--- src/shared/fblp_pkg.sv ---
// package: constants and types of the flash block lock and protection logic
package fblp_pkg;

  // ----------------------------------------------------------------
  // geometry
  // ----------------------------------------------------------------
  localparam int NBLK = 8;
  localparam int BLK_W = 3;
  localparam int NPART = 4;
  localparam int PART_W = 2;
  localparam int PRW_W = 3;
  localparam logic [PART_W-1:0] PARAM_PART = 2'h0;
  localparam logic [PRW_W-1:0] PR_USER_FIRST = 3'h4;

  // ----------------------------------------------------------------
  // register offsets (byte addresses)
  // ----------------------------------------------------------------
  localparam logic [7:0] ADR_CMD = 8'h00;
  localparam logic [7:0] ADR_STATUS = 8'h04;
  localparam logic [7:0] ADR_LOCKS = 8'h08;
  localparam logic [7:0] ADR_WSM = 8'h0C;
  localparam logic [7:0] ADR_PR_WDATA = 8'h10;
  localparam logic [7:0] ADR_PR_READ = 8'h14;
  localparam logic [7:0] ADR_ACCESS = 8'h18;

  // ----------------------------------------------------------------
  // command register fields
  // ----------------------------------------------------------------
  localparam int CMD_BLK_LSB = 8;
  localparam int CMD_PART_LSB = 12;
  localparam int CMD_PRW_LSB = 16;
  localparam int ACC_PR_BIT = 4;
  localparam int PR_GRANT_BIT = 16;

  // ----------------------------------------------------------------
  // command codes
  // ----------------------------------------------------------------
  localparam logic [7:0] CMD_RESUME = 8'hD0;
  localparam logic [7:0] CMD_SUSPEND = 8'hB0;
  localparam logic [7:0] CMD_READ_STATUS = 8'h70;
  localparam logic [7:0] CMD_READ_ARRAY = 8'hFF;
  localparam logic [7:0] CMD_READ_ID = 8'h90;
  localparam logic [7:0] CMD_READ_QUERY = 8'h98;
  localparam logic [7:0] CMD_CLR_STATUS = 8'h50;
  localparam logic [7:0] CMD_PROGRAM = 8'h40;
  localparam logic [7:0] CMD_ERASE = 8'h20;
  localparam logic [7:0] CMD_LOCK = 8'h01;
  localparam logic [7:0] CMD_UNLOCK = 8'h02;
  localparam logic [7:0] CMD_LOCKDOWN = 8'h2F;
  localparam logic [7:0] CMD_PR_PROGRAM = 8'hC0;
  localparam logic [7:0] CMD_PR_LOCK = 8'hC1;

  // ----------------------------------------------------------------
  // status bit positions
  // ----------------------------------------------------------------
  localparam int SR_LERR = 1;
  localparam int SR_PSUSP = 2;
  localparam int SR_VERR = 3;
  localparam int SR_PERR = 4;
  localparam int SR_ESUSP = 6;
  localparam int SR_READY = 7;
  localparam int SR_DENIED = 8;

  // ----------------------------------------------------------------
  // reset values
  // ----------------------------------------------------------------
  localparam logic LOCK_RST = 1'b1;
  localparam logic LDOWN_RST = 1'b0;
  localparam logic [2:0] PIN_RST = 3'h1; // wp_n high, supply low, pin reset active
  localparam logic [63:0] PR_USER_RST = 64'hFFFFFFFFFFFFFFFF;
  localparam logic [63:0] PR_UID = 64'h0123456789ABCDEF; // arbitrary value

  // ----------------------------------------------------------------
  // timing
  // ----------------------------------------------------------------
  localparam int CLK_NS = 5;
  localparam int PROG_NS = 100;
  localparam int ERASE_NS = 400;
  localparam int CNT_W = 8;
  localparam logic [CNT_W-1:0] PROG_CYC = CNT_W'((PROG_NS + CLK_NS - 1) / CLK_NS);
  localparam logic [CNT_W-1:0] ERASE_CYC = CNT_W'((ERASE_NS + CLK_NS - 1) / CLK_NS);

  // read mode of one partition
  typedef enum logic [1:0] {RM_ARRAY, RM_STATUS, RM_ID, RM_QUERY} fblp_rmode_e;

endpackage

--- src/rtl/fblp_top.sv ---
// module: flash block lock, suspend/resume and protection register logic behind Wishbone
//
// Register access over Wishbone and the register offsets are this design's own decisions.
`timescale 1ns/1ps
`default_nettype none

module fblp_top (
  // clock and reset
  input wire logic clk_i,
  input wire logic rst_i,
  // wishbone slave
  input wire logic wb_cyc_i,
  input wire logic wb_stb_i,
  input wire logic wb_we_i,
  input wire logic [7:0] wb_adr_i,
  input wire logic [3:0] wb_sel_i,
  input wire logic [31:0] wb_dat_i,
  output logic [31:0] wb_dat_o,
  output logic wb_ack_o,
  // device pins
  input wire logic write_protect_n_i,
  input wire logic supply_ok_i,
  input wire logic pin_reset_n_i,
  // array write and erase strobes and their block
  output logic array_write_o,
  output logic array_erase_o,
  output logic [2:0] array_blk_o
);

  // ----------------------------------------------------------------
  // pin synchronisers
  // ----------------------------------------------------------------
  logic [2:0] pin_raw;
  logic [2:0] pin_s1;
  logic [2:0] pin_s2;
  logic [2:0] pin_s3;
  logic [2:0] pin_q;
  assign pin_raw = {pin_reset_n_i, supply_ok_i, write_protect_n_i};

  // a pin only changes once two settled samples agree, filtering single glitches
  for (genvar i = 0; i < 3; i++)
  begin : g_pin
    always_ff @(posedge clk_i)
    begin
      if (rst_i)
      begin
        pin_s1[i] <= fblp_pkg::PIN_RST[i];
        pin_s2[i] <= fblp_pkg::PIN_RST[i];
        pin_s3[i] <= fblp_pkg::PIN_RST[i];
        pin_q[i] <= fblp_pkg::PIN_RST[i];
      end
      else
      begin
        pin_s1[i] <= pin_raw[i];
        pin_s2[i] <= pin_s1[i];
        pin_s3[i] <= pin_s2[i];
        if (pin_s2[i] == pin_s3[i])
          pin_q[i] <= pin_s3[i];
      end
    end
  end

  logic wp_low;
  logic supply_ok;
  logic hold;
  assign wp_low = ~pin_q[0];
  assign supply_ok = pin_q[1];
  assign hold = rst_i | ~pin_q[2];

  // ----------------------------------------------------------------
  // bus decode
  // ----------------------------------------------------------------
  logic req;
  logic wr;
  logic rd;
  logic cmd;
  logic [7:0] code;
  logic [2:0] c_blk;
  logic [1:0] c_part;
  logic [2:0] c_prw;
  assign req = wb_cyc_i & wb_stb_i & ~wb_ack_o;
  assign wr = req & wb_we_i & wb_sel_i[0] & ~hold;
  assign rd = req & ~wb_we_i;
  assign cmd = wr && (wb_adr_i == fblp_pkg::ADR_CMD);
  assign code = wb_dat_i[7:0];
  assign c_blk = wb_dat_i[fblp_pkg::CMD_BLK_LSB +: 3];
  assign c_part = wb_dat_i[fblp_pkg::CMD_PART_LSB +: 2];
  assign c_prw = wb_dat_i[fblp_pkg::CMD_PRW_LSB +: 3];

  // ----------------------------------------------------------------
  // operation state
  // ----------------------------------------------------------------
  logic erase_act;
  logic erase_susp;
  logic prog_act;
  logic prog_susp;
  logic pr_act;
  logic [2:0] erase_blk;
  logic [2:0] prog_blk;
  logic [2:0] pr_word;
  logic [7:0] erase_cnt;
  logic [7:0] prog_cnt;
  logic [fblp_pkg::NBLK-1:0] lock;
  logic [fblp_pkg::NBLK-1:0] ldown;
  logic prog_run;
  logic erase_run;
  logic ready;
  logic busy_any;
  logic [1:0] busy_part;
  logic prot;
  logic prog_try;
  logic erase_try;
  logic start_ok;
  logic lk_cmd;
  logic lk_ok;
  logic resume;
  assign prog_run = prog_act & ~prog_susp;
  assign erase_run = erase_act & ~erase_susp;
  assign ready = ~(prog_run | erase_run | pr_act);
  assign busy_any = prog_run | erase_run | pr_act;
  assign busy_part = pr_act ? fblp_pkg::PARAM_PART :
                     prog_run ? prog_blk[2:1] : erase_blk[2:1];
  // protection is the lock bit plus a lock-down held by write protect
  assign prot = lock[c_blk] | (ldown[c_blk] & wp_low);
  assign prog_try = cmd && code == fblp_pkg::CMD_PROGRAM && !prog_act && !pr_act &&
                    (!erase_act || (erase_susp && c_blk != erase_blk));
  assign erase_try = cmd && code == fblp_pkg::CMD_ERASE && !erase_act && !prog_act && !pr_act;
  assign start_ok = !prot && supply_ok;
  assign lk_cmd = cmd && (code == fblp_pkg::CMD_LOCK || code == fblp_pkg::CMD_UNLOCK ||
                          code == fblp_pkg::CMD_LOCKDOWN);
  // a suspended program keeps prog_act high, so it shuts out locking too
  assign lk_ok = !prog_act && !pr_act && (!erase_act || erase_susp);
  assign resume = cmd && code == fblp_pkg::CMD_RESUME;

  // program path: array program, nested program in erase suspend, suspend and resume
  always_ff @(posedge clk_i)
  begin
    if (hold)
    begin
      prog_act <= 1'b0;
      prog_susp <= 1'b0;
      prog_blk <= 3'h0;
      prog_cnt <= 8'h00;
    end
    else if (prog_try && start_ok)
    begin
      prog_act <= 1'b1;
      prog_blk <= c_blk;
      prog_cnt <= fblp_pkg::PROG_CYC;
    end
    else if (cmd && code == fblp_pkg::CMD_SUSPEND && prog_run && prog_cnt != 8'h01)
      prog_susp <= 1'b1; // the committing cycle cannot be suspended, its strobe is out
    else if (resume && prog_susp)
      prog_susp <= 1'b0;
    else if (prog_run)
    begin
      prog_cnt <= prog_cnt - 8'h01;
      if (prog_cnt == 8'h01)
        prog_act <= 1'b0;
    end
  end

  // erase path: a program suspend is served first, then the erase resumes
  always_ff @(posedge clk_i)
  begin
    if (hold)
    begin
      erase_act <= 1'b0;
      erase_susp <= 1'b0;
      erase_blk <= 3'h0;
      erase_cnt <= 8'h00;
    end
    else if (erase_try && start_ok)
    begin
      erase_act <= 1'b1;
      erase_blk <= c_blk;
      erase_cnt <= fblp_pkg::ERASE_CYC;
    end
    else if (cmd && code == fblp_pkg::CMD_SUSPEND && erase_run && !prog_act &&
             erase_cnt != 8'h01)
      erase_susp <= 1'b1;
    else if (resume && erase_susp && !prog_act)
      erase_susp <= 1'b0;
    else if (erase_run)
    begin
      // lock bits are not consulted again, so a block locked in suspend still erases
      erase_cnt <= erase_cnt - 8'h01;
      if (erase_cnt == 8'h01)
        erase_act <= 1'b0;
    end
  end

  // array strobes mark the moment an operation commits to the array
  always_ff @(posedge clk_i)
  begin
    if (hold)
    begin
      array_write_o <= 1'b0;
      array_erase_o <= 1'b0;
      array_blk_o <= 3'h0;
    end
    else
    begin
      array_write_o <= prog_run && prog_cnt == 8'h01;
      array_erase_o <= erase_run && erase_cnt == 8'h01 && !(prog_run && prog_cnt == 8'h01);
      array_blk_o <= (prog_run && prog_cnt == 8'h01) ? prog_blk : erase_blk;
    end
  end

  // ----------------------------------------------------------------
  // block lock bits
  // ----------------------------------------------------------------
  for (genvar b = 0; b < fblp_pkg::NBLK; b++)
  begin : g_blk
    always_ff @(posedge clk_i)
    begin
      if (hold)
      begin
        lock[b] <= fblp_pkg::LOCK_RST;
        ldown[b] <= fblp_pkg::LDOWN_RST;
      end
      else if (wp_low && ldown[b])
        lock[b] <= 1'b1;
      else if (lk_cmd && lk_ok && c_blk == 3'(b))
      begin
        if (code == fblp_pkg::CMD_LOCK)
          lock[b] <= 1'b1;
        else if (code == fblp_pkg::CMD_UNLOCK)
          lock[b] <= 1'b0;
        else
        begin
          lock[b] <= 1'b1;
          ldown[b] <= 1'b1;
        end
      end
    end
  end

  // ----------------------------------------------------------------
  // read modes of the partitions
  // ----------------------------------------------------------------
  fblp_pkg::fblp_rmode_e [fblp_pkg::NPART-1:0] rmode;

  // suspend and resume leave the modes alone, so a mode picked in suspend persists
  always_ff @(posedge clk_i)
  begin
    if (hold)
      rmode <= '{default: fblp_pkg::RM_ARRAY};
    else if (cmd)
    begin
      if (code == fblp_pkg::CMD_READ_ARRAY)
        rmode[c_part] <= fblp_pkg::RM_ARRAY;
      else if (code == fblp_pkg::CMD_READ_ID)
        rmode[c_part] <= fblp_pkg::RM_ID;
      else if (code == fblp_pkg::CMD_READ_QUERY)
        rmode[c_part] <= fblp_pkg::RM_QUERY;
      else if (code == fblp_pkg::CMD_READ_STATUS || code == fblp_pkg::CMD_PROGRAM ||
               code == fblp_pkg::CMD_ERASE || code == fblp_pkg::CMD_PR_PROGRAM)
        rmode[c_part] <= fblp_pkg::RM_STATUS;
    end
  end

  // ----------------------------------------------------------------
  // protection register
  // ----------------------------------------------------------------
  logic [63:0] pr_user;
  logic pr_ulock;
  logic [15:0] pr_wdata;
  logic [2:0] pr_sel_word;
  logic [1:0] pr_sel_part;
  logic [1:0] acc_part;
  logic acc_pr;
  logic [7:0] pr_cnt;
  logic pr_try;
  logic pr_bad;
  assign pr_try = cmd && code == fblp_pkg::CMD_PR_PROGRAM && !busy_any && !erase_act &&
                  !prog_act;
  assign pr_bad = c_prw < fblp_pkg::PR_USER_FIRST || pr_ulock || !supply_ok;

  // only the upper four words can change; the lock is one-way until power is lost
  always_ff @(posedge clk_i)
  begin
    if (hold)
    begin
      pr_act <= 1'b0;
      pr_word <= 3'h0;
      pr_cnt <= 8'h00;
    end
    else if (pr_try && !pr_bad)
    begin
      pr_act <= 1'b1;
      pr_word <= c_prw;
      pr_cnt <= fblp_pkg::PROG_CYC;
    end
    else if (pr_act)
    begin
      pr_cnt <= pr_cnt - 8'h01;
      if (pr_cnt == 8'h01)
        pr_act <= 1'b0;
    end
  end

  // user half storage; bits only program toward zero as flash does
  always_ff @(posedge clk_i)
  begin
    if (rst_i)
    begin
      pr_user <= fblp_pkg::PR_USER_RST;
      pr_ulock <= 1'b0;
    end
    else if (pr_act && pr_cnt == 8'h01)
      pr_user[16*(pr_word[1:0]) +: 16] <= pr_user[16*(pr_word[1:0]) +: 16] & pr_wdata;
    else if (cmd && code == fblp_pkg::CMD_PR_LOCK && !busy_any)
      pr_ulock <= 1'b1;
  end

  // selection registers written by software
  always_ff @(posedge clk_i)
  begin
    if (hold)
    begin
      pr_wdata <= 16'hFFFF;
      pr_sel_word <= 3'h0;
      pr_sel_part <= 2'h0;
      acc_part <= 2'h0;
      acc_pr <= 1'b0;
    end
    else if (wr && wb_adr_i == fblp_pkg::ADR_PR_WDATA)
      pr_wdata <= wb_dat_i[15:0];
    else if (wr && wb_adr_i == fblp_pkg::ADR_PR_READ)
    begin
      pr_sel_word <= wb_dat_i[2:0];
      pr_sel_part <= wb_dat_i[5:4];
    end
    else if (wr && wb_adr_i == fblp_pkg::ADR_ACCESS)
    begin
      acc_part <= wb_dat_i[1:0];
      acc_pr <= wb_dat_i[fblp_pkg::ACC_PR_BIT];
    end
  end

  // may the protection register be read through partition p
  function automatic logic pr_read_ok(input logic [1:0] p);
    if (pr_act || (busy_any && busy_part == fblp_pkg::PARAM_PART))
      return 1'b0;
    if (busy_any)
      return p != busy_part && p != fblp_pkg::PARAM_PART;
    return 1'b1;
  endfunction

  // may array data be read in partition p
  function automatic logic arr_read_ok(input logic [1:0] p);
    if (busy_any)
      return p != busy_part;
    return 1'b1;
  endfunction

  logic pr_grant;
  logic [15:0] pr_word_val;
  assign pr_grant = pr_read_ok(pr_sel_part);
  assign pr_word_val = pr_sel_word[2] ? pr_user[16*(pr_sel_word[1:0]) +: 16] :
                       fblp_pkg::PR_UID[16*(pr_sel_word[1:0]) +: 16];

  // ----------------------------------------------------------------
  // sticky status flags
  // ----------------------------------------------------------------
  logic lerr;
  logic verr;
  logic perr;
  logic denied;
  logic clr;
  logic set_l;
  logic set_v;
  logic set_p;
  logic set_d;
  assign clr = cmd && code == fblp_pkg::CMD_CLR_STATUS;
  assign set_l = ((prog_try || erase_try) && prot) || (pr_try && pr_ulock);
  assign set_v = (prog_try || erase_try) && !supply_ok;
  assign set_p = pr_try && pr_bad;
  assign set_d = rd && wb_adr_i == fblp_pkg::ADR_PR_READ && !pr_grant;

  // a flag set in the clearing cycle survives the clear
  always_ff @(posedge clk_i)
  begin
    if (hold)
    begin
      lerr <= 1'b0;
      verr <= 1'b0;
      perr <= 1'b0;
      denied <= 1'b0;
    end
    else
    begin
      lerr <= (lerr & ~clr) | set_l;
      verr <= (verr & ~clr) | set_v;
      perr <= (perr & ~clr) | set_p;
      denied <= (denied & ~clr) | set_d;
    end
  end

  // ----------------------------------------------------------------
  // read mux and acknowledge
  // ----------------------------------------------------------------
  logic [31:0] next_dat;
  always_comb
  begin
    next_dat = 32'h00000000;
    if (!hold)
    begin
      unique case (wb_adr_i)
        fblp_pkg::ADR_STATUS:
        begin
          next_dat[fblp_pkg::SR_READY] = ready;
          next_dat[fblp_pkg::SR_ESUSP] = erase_susp;
          next_dat[fblp_pkg::SR_PERR] = perr;
          next_dat[fblp_pkg::SR_VERR] = verr;
          next_dat[fblp_pkg::SR_PSUSP] = prog_susp;
          next_dat[fblp_pkg::SR_LERR] = lerr;
          next_dat[fblp_pkg::SR_DENIED] = denied;
        end
        fblp_pkg::ADR_LOCKS:
          for (int b = 0; b < fblp_pkg::NBLK; b++)
            next_dat[2*b +: 2] = {ldown[b], lock[b]};
        fblp_pkg::ADR_WSM:
          next_dat = {8'h00, rmode, 5'h00, prog_blk, 1'b0, erase_blk,
                      1'b0, pr_act, prog_act, erase_act};
        fblp_pkg::ADR_PR_WDATA:
          next_dat = {16'h0000, pr_wdata};
        fblp_pkg::ADR_PR_READ:
          next_dat = {15'h0000, pr_grant, pr_grant ? pr_word_val : 16'h0000};
        fblp_pkg::ADR_ACCESS:
          next_dat = {31'h00000000, acc_pr ? pr_read_ok(acc_part) : arr_read_ok(acc_part)};
        default:
          next_dat = 32'h00000000;
      endcase
    end
  end

  // every access, mapped or not, is answered one cycle after it is seen
  always_ff @(posedge clk_i)
  begin
    if (rst_i)
    begin
      wb_ack_o <= 1'b0;
      wb_dat_o <= 32'h00000000;
    end
    else
    begin
      wb_ack_o <= req;
      if (rd)
        wb_dat_o <= next_dat;
    end
  end
endmodule

`default_nettype wire

--- config.mk ---
export PLATFORM = sky130hd
export DESIGN_NAME = fblp_top
export DESIGN_NICKNAME = d
export VERILOG_FILES = /design/src/shared/fblp_pkg.sv /design/src/rtl/fblp_top.sv
export SDC_FILE = /design/constraint.sdc
export NUM_CORES = 1
export LEC_CHECK = 0
export ABC_CLOCK_PERIOD_IN_PS = 5200
export BUFFER_PORTS_ARGS = -buffer_cell sky130_fd_sc_hd__buf_4
export CAP_MARGIN = 20
export CORE_MARGIN = 2
export CORE_UTILIZATION = 64
export DETAILED_ROUTE_END_ITERATION = 10
export HOLD_SLACK_MARGIN = 0.06
export PLACE_DENSITY_LB_ADDON = 0.08
export SLEW_MARGIN = 20
export SYNTH_ARGS = -nofsm -noshare
export SYNTH_HDL_FRONTEND = slang
export SYNTH_SLANG_ARGS = --single-unit
--- constraint.sdc ---
create_clock -name clk_i -period 5.2 [get_ports clk_i]
set_input_delay 1.04 -clock clk_i [delete_from_list [all_inputs] [get_ports clk_i]]
set_output_delay 1.04 -clock clk_i [all_outputs]
set_load 0.01 [all_outputs]
Word-level counts from Yosys, hierarchy flattened. Index checks and enable logic that the tools add are counted.

Add/subtract/negate cells: 4. $lt $le $gt $ge: 4. Equal/unequal tests: 42. Shift-type cells: 5. Mux-type cells: 72. Bitwise gates (word level): 59. Reduce and logical (&&, ||, !) cells: 133.

Operator list (count): variable part select 64 x 7 -> 16 bit (2); logical AND 1 bit (68); bitwise mux 64 bit (1); variable shift 16 x 34 -> 64 bit (first input constant) (1); variable part select 16 x 34 -> 64 bit (1); variable part select 64 x 7 -> 16 bit (first input constant) (1); == test 8 bit (second input constant) (7); 2-to-1 mux 1 bit (41); AND reduction 4 bit (10); negator 6 -> 34 bit (1); == test 8 x 1 -> 1 bit (second input constant) (4); 2-to-1 mux 16 bit (2); 2-to-1 mux 8 bit (4); 2-to-1 mux 5 bit (6); 2-to-1 mux 7 bit (4); NOT 1 bit (28); one-hot mux 7 bit (4 select lines) (1); == test 8 x 5 -> 1 bit (second input constant) (3); == test 8 x 7 -> 1 bit (second input constant) (3); 2-to-1 mux 24 bit (1); subtractor 8 x 1 -> 8 bit (second input constant) (3); OR reduction 2 bit (11); one-hot mux 4 bit (5 select lines) (1); nonzero test 2 bit (9); other kinds (41) (106).

Flip-flop bits (word level): 204. Output and inout bits: 38.

Longest topological paths before layout. Gate-level depths: netlist of the first run.

Depth in word-level cells: 18. Mapped depth: 8. Gate-level depth less buffers: 7.

Worst setup path before layout of the first run. No wires, ideal clock.

Path type: input to register. Start: in wb_dat_i[1]. End: reg erase_cnt[4]. Setup time: 0.074 ns. Data arrival time: 3.131 ns. Data required time: 5.126 ns. Path slack: 1.995 ns. Stages: 8. Path buffers: 3. Cells stage by stage: buf_4 or4_1 clkbuf_2 or4_4 nor4b_4 buf_6 o41ai_1 a31oi_1.

Word-level cells in the longest chain between the ends: 8. Elaborated cells on any way between the ends: 20. Those cells by class: 5 x eq/ne; 1 x mux; 14 x reduce/logical.

RTL lines: start, declared (line fblp_top.sv:17) `input wire logic [31:0] wb_dat_i,`; == test 8 x 6 -> 1 bit (line fblp_top.sv:127) `assign erase_try = cmd && code == fblp_pkg::CMD_ERASE && !erase_act && !prog_act && !pr_act;`; logical AND 1 bit (4 in series) (line fblp_top.sv:127); logical AND 1 bit (line fblp_top.sv:173) `else if (erase_try && start_ok)`; inequality test 2 bit (no source line) / nonzero test 2 bit (equally long branches); AND reduction 3 bit (no source line); end signal, assigned (line fblp_top.sv:177) `erase_cnt <= fblp_pkg::ERASE_CYC;`; end signal, assigned (line fblp_top.sv:187) `erase_cnt <= erase_cnt - 8'h01;`; end, declared (line fblp_top.sv:101) `logic [7:0] erase_cnt;`.

Several ways; a longest one is shown, not always the timed one. A chain may end at the register's enable or synchronous reset.

Worst setup path after layout of the first run.
Start: in wb_dat_i[9]. End: reg erase_cnt[3].

Word-level cells in the longest chain between the ends: 8. Elaborated cells on any way between the ends: 10. Those cells by class: 4 x mux; 2 x bitwise; 4 x reduce/logical.

RTL lines: binary-select mux 1 bit (select 3 bit) (line fblp_top.sv:124) `assign prot = lock[c_blk] | (ldown[c_blk] & wp_low);`; 2-to-1 mux 1 bit (implied by the code) (line fblp_top.sv:124); bitwise AND 1 bit (line fblp_top.sv:124); OR 1 bit (*) (line fblp_top.sv:124); logical NOT 1 bit (*) (line fblp_top.sv:128) `assign start_ok = !prot && supply_ok;`; logical AND 1 bit (*) (line fblp_top.sv:128); logical AND 1 bit (*) (line fblp_top.sv:173); OR reduction 2 bit (no source line) (*).

Every way passes the cells marked *; elsewhere a longest branch is shown, timed or not. The select of a mux whose other input is x is not followed.

==> impl_metrics.tcl, run 1 <==
set metrics [dict create \
    status "finished, final reports clean" \
    timing.rr.start "pr_act" \
    first_global_vias 8099 \
    yosys_register_bits 196 \
    reg2reg_slack_ps 1950 \
    synth_top_cell_area_share_pct 39.7 \
    port_buffers 65 \
    placed_cell_area_um2 10400 \
    rr_worst_depth 6 \
    drc 0 \
    layout-drive-gt1-share_pct 15.8 \
    synthToLayoutAreaGrowth_pct 11.3 \
    dieArea_um2 16400 \
    required_ps 5480 \
    routabilityCongestion 0.974 \
    ctsResizeCount 0 \
    async_reset_ff_share_pct 0 \
    synth_most_common_cell "dfxtp_1" \
    cap_violations 0 \
    setup_tns_ps 0 \
    min_path_type "flop to flop" \
    final_area_um2 11000 \
    arrival_ps 3550 \
    skew_ps 9.92 \
    nFillCells 1162 \
    num_rows 45 \
    critPathBufInv 1 \
    num_vias 8993 \
    grt_pass1_wl_um 43800 \
    worst_path_max_delay_cell "o21ai_0" \
    routedWlPerCell_um 21.8 \
    ir_drop_mv 0.261 \
    syn-instance-count 1064 \
    hold_viol_final 0 \
    yosysWarnings 0 \
    finalNetCount 1146 \
    min_path_cells 1 \
    worstHoldStart "pin_s1[0]" \
    cts_buffer_depth 2 \
    endpoint_kind "flop" \
    ys_seq_area_share_pct 39.7 \
    crit_start "wb_dat_i[9]" \
    vias_per_cell 7.00 \
    cts_setup_buffers 0 \
    synthTopCellsByArea "dfxtp_1 40%, a221o_1 6.6%, mux4_2 6.4%, nand2_1 3.2%, a21oi_1 2.9%" \
    htree_num_levels 4 \
    finalSetupViolCount 0 \
    synth.largest_area_cell "dfxtp_1" \
    synth_top_flop_cell "dfxtp_1" \
    crit_fanout 15 \
    hold_buffers 0 \
    crit_type "input port to flop" \
    switching_power_mw 0.692 \
    path_delay_family "compound AO/OA/AOI/OAI gates" \
    numCtsBuffers 17 \
    wl_um 28000 \
    cts-root-buf "clkbuf_16" \
    placeableCoreArea_um2 15100 \
    critPathMaxStageDelay_ps 740 \
    firstDrtPassIters 6 \
    clock_power_share_pct 46.4 \
    rsz0062_at_grt "false" \
    multi_input_area_um2 5500 \
    internal-power_mw 2.31 \
    min_to "pin_s2[0]" \
    syn_avg_cell_area_um2 9.28 \
    power_density_nw_per_um2 273 \
    worstPathCellList "buf_4 > mux4_2 > a211oi_1 > o21ai_1 > o21ai_0 > a21oi_1" \
    register_area_um2 3930 \
    synth_cell_types 74 \
    ant_nets 0 \
    leakagePower_nw 3.60 \
    tightest_slew_ps 1050 \
    die_h_um 128 \
    grt.overflow.total 0 \
    hpwl_um 19200 \
    p_seq_share_pct 50.1 \
    clkSlewWorstSetupHoldPaths_ps 70 \
    reg2reg_to "pr_user[31]" \
    synth_commonest_cells "196 x dfxtp_1, 84 x nand2_1, 69 x clkbuf_1" \
    die_w_um 128 \
    period_needed_ps 3280 \
    comb_power_share_pct 3.5 \
    drv_slew 0 \
    syn_area_um2 9870 \
    fmax_mhz 305 \
    period_share_pct 63.0 \
    initial_core_util_pct 65.2 \
    synth-edff-count 0 \
    grt_max_degree 84 \
    startpoint_type "input port" \
    switching_share_pct 23.1 \
    pin_count 90 \
    cts_tree "yes" \
    slew_headroom_pct 29.8 \
    track_usage_pct 34.3 \
    antenna_found_initial 0 \
    dr.first_iter.drc_count 1036 \
    clk_latency_ps 440 \
    cts_sinks 196 \
    num_antenna_cells 0 \
]
## metrics by stage
step	hold WS (ps)	instances	setup slack (ps)	utilization, %	power [mW]
3_3_place_gp	401	1251	1650	68.4	1.64
2_1_floorplan	389	1071	1990	-	1.60
4_1_cts	416	1283	2010	72.5	3.01
3_5_place_dp	401	1251	1600	68.4	1.64
6_report	415	1284	1920	72.6	3.00
5_1_grt	449	1284	1690	72.6	3.09
## cell families after synthesis
family | share of synthesized area [%]
XOR/XNOR | 1.06
adder cells (fa/ha/maj) | 1.39
multiplexers | 9.50
AND/OR/NAND/NOR | 20.5
flip-flops | 39.7
buffers and inverters | 4.95
other | 0.0380
AO/OA/AOI/OAI | 22.8
## layout by cell type, fill, tap and decap left out, types with 6 or more instances in the layout
master	n
buf_4	80
and3_1	7
mux2i_1	24
nand4_1	7
nand2_1	84
o311ai_0	12
mux2_2	6
a22o_1	7
o2111ai_1	6
nor4_1	12
dfxtp_1	195
nor2b_1	13
and2_1	17
o21ai_0	39
nor3_1	18
o31ai_1	9
clkbuf_16	17
a221oi_1	6
inv_1	29
o211ai_1	7
nand2b_1	16
xnor2_1	9
a21oi_1	57
or2_2	7
a31oi_1	9
o41ai_1	12
ha_1	11
nor2_1	57
nand3_1	52
conb_1	8
o22ai_1	11
a221o_1	65
mux4_2	28
or3_1	19
or4_1	13
a21o_1	6
a22oi_1	27
## area by class of cell
type                       instances  area share [%]
clock buffer                      17            3.87
clock inverter                    15            1.78
inverter                          29           0.990
multi-input combinational        759            50.1
sequential                       196            35.7
tap                              188            2.14
timing repair buffer              80            5.46
## worst max path at each step
stage / cells past startpoint / endpoint / slack [ps]
finish: 6 / erase_cnt[3] / 1920
global route: 6 / erase_cnt[5] / 1690
CTS: 6 / pr_user[31] / 2010
detailed placement: 6 / erase_cnt[3] / 1600
global placement: 6 / erase_cnt[4] / 1650
floorplan: 8 / erase_cnt[4] / 1990
## layer usage
| layer | routed length, um | GRT usage [%] |
|---|---|---|
| met1 | 11700 | 48.3 |
| met2 | 12600 | 52.0 |
| met3 | 3000 | 9.72 |
| met4 | 666 | 9.18 |
| met5 | 0 | 0 |
## flip-flops by register name (all words and copies together) (netlist names), 8 cells and up, named ones only
register and flops:
pr_user 64, wb_dat_o 24, pr_wdata 16, erase_cnt 8, ldown 8, lock 8
pr_cnt 8, prog_cnt 8
## power by group through the flow
stage          sequential [mW]  combinational, mW  clock, mW
2_1_floorplan             1.54             0.0634          0
3_3_place_gp              1.54              0.101          0
3_5_place_dp              1.54              0.101          0
4_1_cts                   1.50              0.102       1.40
5_1_grt                   1.50              0.113       1.47
6_report                  1.50              0.105       1.39
## worst reg2reg max path: cells and delay by family, from the launching register on
family / cells / cell delay (ps)
AO/OA/AOI/OAI: 1 / 190
buffers and inverters: 2 / 590
AND/OR/NAND/NOR: 3 / 1680
flip-flops: 1 / 730
No activity file was read; power rests on OpenSTA's default activity.
==> inputs of run 2 (changes only) <==
--- a/config.mk
+++ b/config.mk
@@ -5,11 +5,11 @@
 export SDC_FILE = /design/constraint.sdc
 export NUM_CORES = 1
 export LEC_CHECK = 0
-export ABC_CLOCK_PERIOD_IN_PS = 5200
+export ABC_CLOCK_PERIOD_IN_PS = 3100
 export BUFFER_PORTS_ARGS = -buffer_cell sky130_fd_sc_hd__buf_4
 export CAP_MARGIN = 20
 export CORE_MARGIN = 2
-export CORE_UTILIZATION = 64
+export CORE_UTILIZATION = 60
 export DETAILED_ROUTE_END_ITERATION = 10
 export HOLD_SLACK_MARGIN = 0.06
 export PLACE_DENSITY_LB_ADDON = 0.08
==> constraint.sdc (replaced) <==
create_clock -name clk_i -period 3.1 [get_ports clk_i]
set_input_delay 0.62 -clock clk_i [delete_from_list [all_inputs] [get_ports clk_i]]
set_output_delay 0.62 -clock clk_i [all_outputs]
set_load 0.01 [all_outputs]
==> impl_metrics.tcl, run 2 (synthesized netlist as in run 1, its figures left out) <==
set metrics [dict create \
    antenna_found_initial 0 \
    fmax_mhz 368 \
    final_util_pct 70.2 \
    rsz0062_at_grt "false" \
    num_rows 46 \
    dr.first_iter.drc_count 1223 \
    ir_drop_mv 0.419 \
    period_share_pct 87.8 \
    num_vias 9118 \
    drv_slew 0 \
    arrival_ps 3090 \
    hpwl_um 19700 \
    die_h_um 132 \
    htree_num_levels 4 \
    mostFrequentLayoutCells "195 x dfxtp_1, 107 x buf_4, 84 x nand2_1, 65 x a221o_1" \
    startpoint_type "flop" \
    finalNetCount 1174 \
    routedWlPerCell_um 21.5 \
    crit_type "flop to flop" \
    track_usage_pct 32.9 \
    status "finished, final reports clean" \
    slew_headroom_pct 42.8 \
    vias_per_cell 6.80 \
    clkSlewWorstSetupHoldPaths_ps 70 \
    clk_latency_ps 440 \
    max_flop_register "pr_user" \
    grt_pass1_wl_um 46000 \
    power_density_nw_per_um2 446 \
    cts_buffer_depth 2 \
    placeableCoreArea_um2 16000 \
    period_needed_ps 2720 \
    leakagePower_nw 3.74 \
    wl_um 28800 \
    finalSetupViolCount 0 \
    grt.overflow.total 0 \
    cts-root-buf "clkbuf_16" \
    firstDrtPassIters 6 \
    hold_buffers 0 \
    placed_cell_area_um2 10600 \
    layout-drive-gt1-share_pct 17.9 \
    numCtsBuffers 17 \
    grt_max_degree 82 \
    tightest_slew_ps 857 \
    num_antenna_cells 0 \
    dieArea_um2 17500 \
    setup_tns_ps 0 \
    final_common_cell "dfxtp_1" \
    hold_viol_final 0 \
    first_global_vias 8431 \
    largest_reg_flops 64 \
    min_path_type "input port to flop" \
    initial_core_util_pct 61.7 \
    crit_fanout 17 \
    required_ps 3470 \
    nFillCells 1330 \
    synthToLayoutAreaGrowth_pct 13.8 \
    cts_setup_buffers 0 \
    pin_count 90 \
    cts_tree "yes" \
    final_area_um2 11200 \
    ctsResizeCount 0 \
    cap_violations 0 \
    routabilityCongestion 0.983 \
    drc 0 \
    endpoint_kind "flop" \
    port_buffers 65 \
    reg_top3 "pr_user x64, wb_dat_o x24, pr_wdata x16" \
    die_w_um 132 \
    cts_sinks 196 \
    skew_ps 8.54 \
    ant_nets 0 \
]
==> run 2: cell count changes in the layout (fill, tap and decap cells not counted), sizes merged <==
cell / before / now
bufinv: 3 / 2
clkbuf: 17 / 18
clkinvlp: 3 / 2
inv: 34 / 35
buf: 80 / 108
==> run 2: metal layers <==
metal | global-route usage (%) | share of wire, %
met3 | 7.19 | 9.8
met2 | 50.8 | 46
met4 | 10.7 | 2.3
met1 | 46.3 | 42
met5 | 0 | 0
==> run 2: stage by stage <==
step / cells / total power [mW] / setup slack (ps) / hold WS (ps)
after floorplan: 1071 / 2.69 / 315 / 389
after global placement: 1308 / 2.76 / 224 / 404
after detailed placement: 1308 / 2.76 / 209 / 402
after CTS: 1340 / 5.02 / 386 / 367
after global routing: 1340 / 5.13 / 291 / 364
final: 1340 / 5.01 / 379 / 375
==> run 2: power by group <==
part	switching, mW	leakage [nW]	internal (mW)
logic	0.119	1.86	0.0643
clock network	1.06	0.295	1.24
registers	0.00244	1.58	2.52
total	1.18	3.74	3.83
==> run 2: path summary, 6_finish.rpt <==
check | startpoint | cells past startpoint | slack [ps] | endpoint
max | erase_cnt[2] | 6 | 380 | erase_cnt[4]
max reg2reg | erase_cnt[2] | 6 | 380 | erase_cnt[4]
min reg2reg | pin_s1[0] | 1 | 420 | pin_s2[0]
min | write_protect_n_i | 2 | 370 | pin_s1[0]
==> run 2: critical path, stage by stage (launching register included) <==
cell and delay [ps]:
dfxtp_1 360, or4_4 550, or4b_1 580, nor4b_4 160, buf_4 200, or4b_2 640
a31oi_1 170
==> run 2: final cells by class <==
class                      count  area [um^2]  area share, %
multi-input combinational    759         5500           49.0
inverter                      29          109          0.969
clock buffer                  18          439           3.91
clock inverter                14          169           1.50
tap                          216          270           2.41
timing repair buffer         108          823           7.33
sequential                   196         3930           34.9
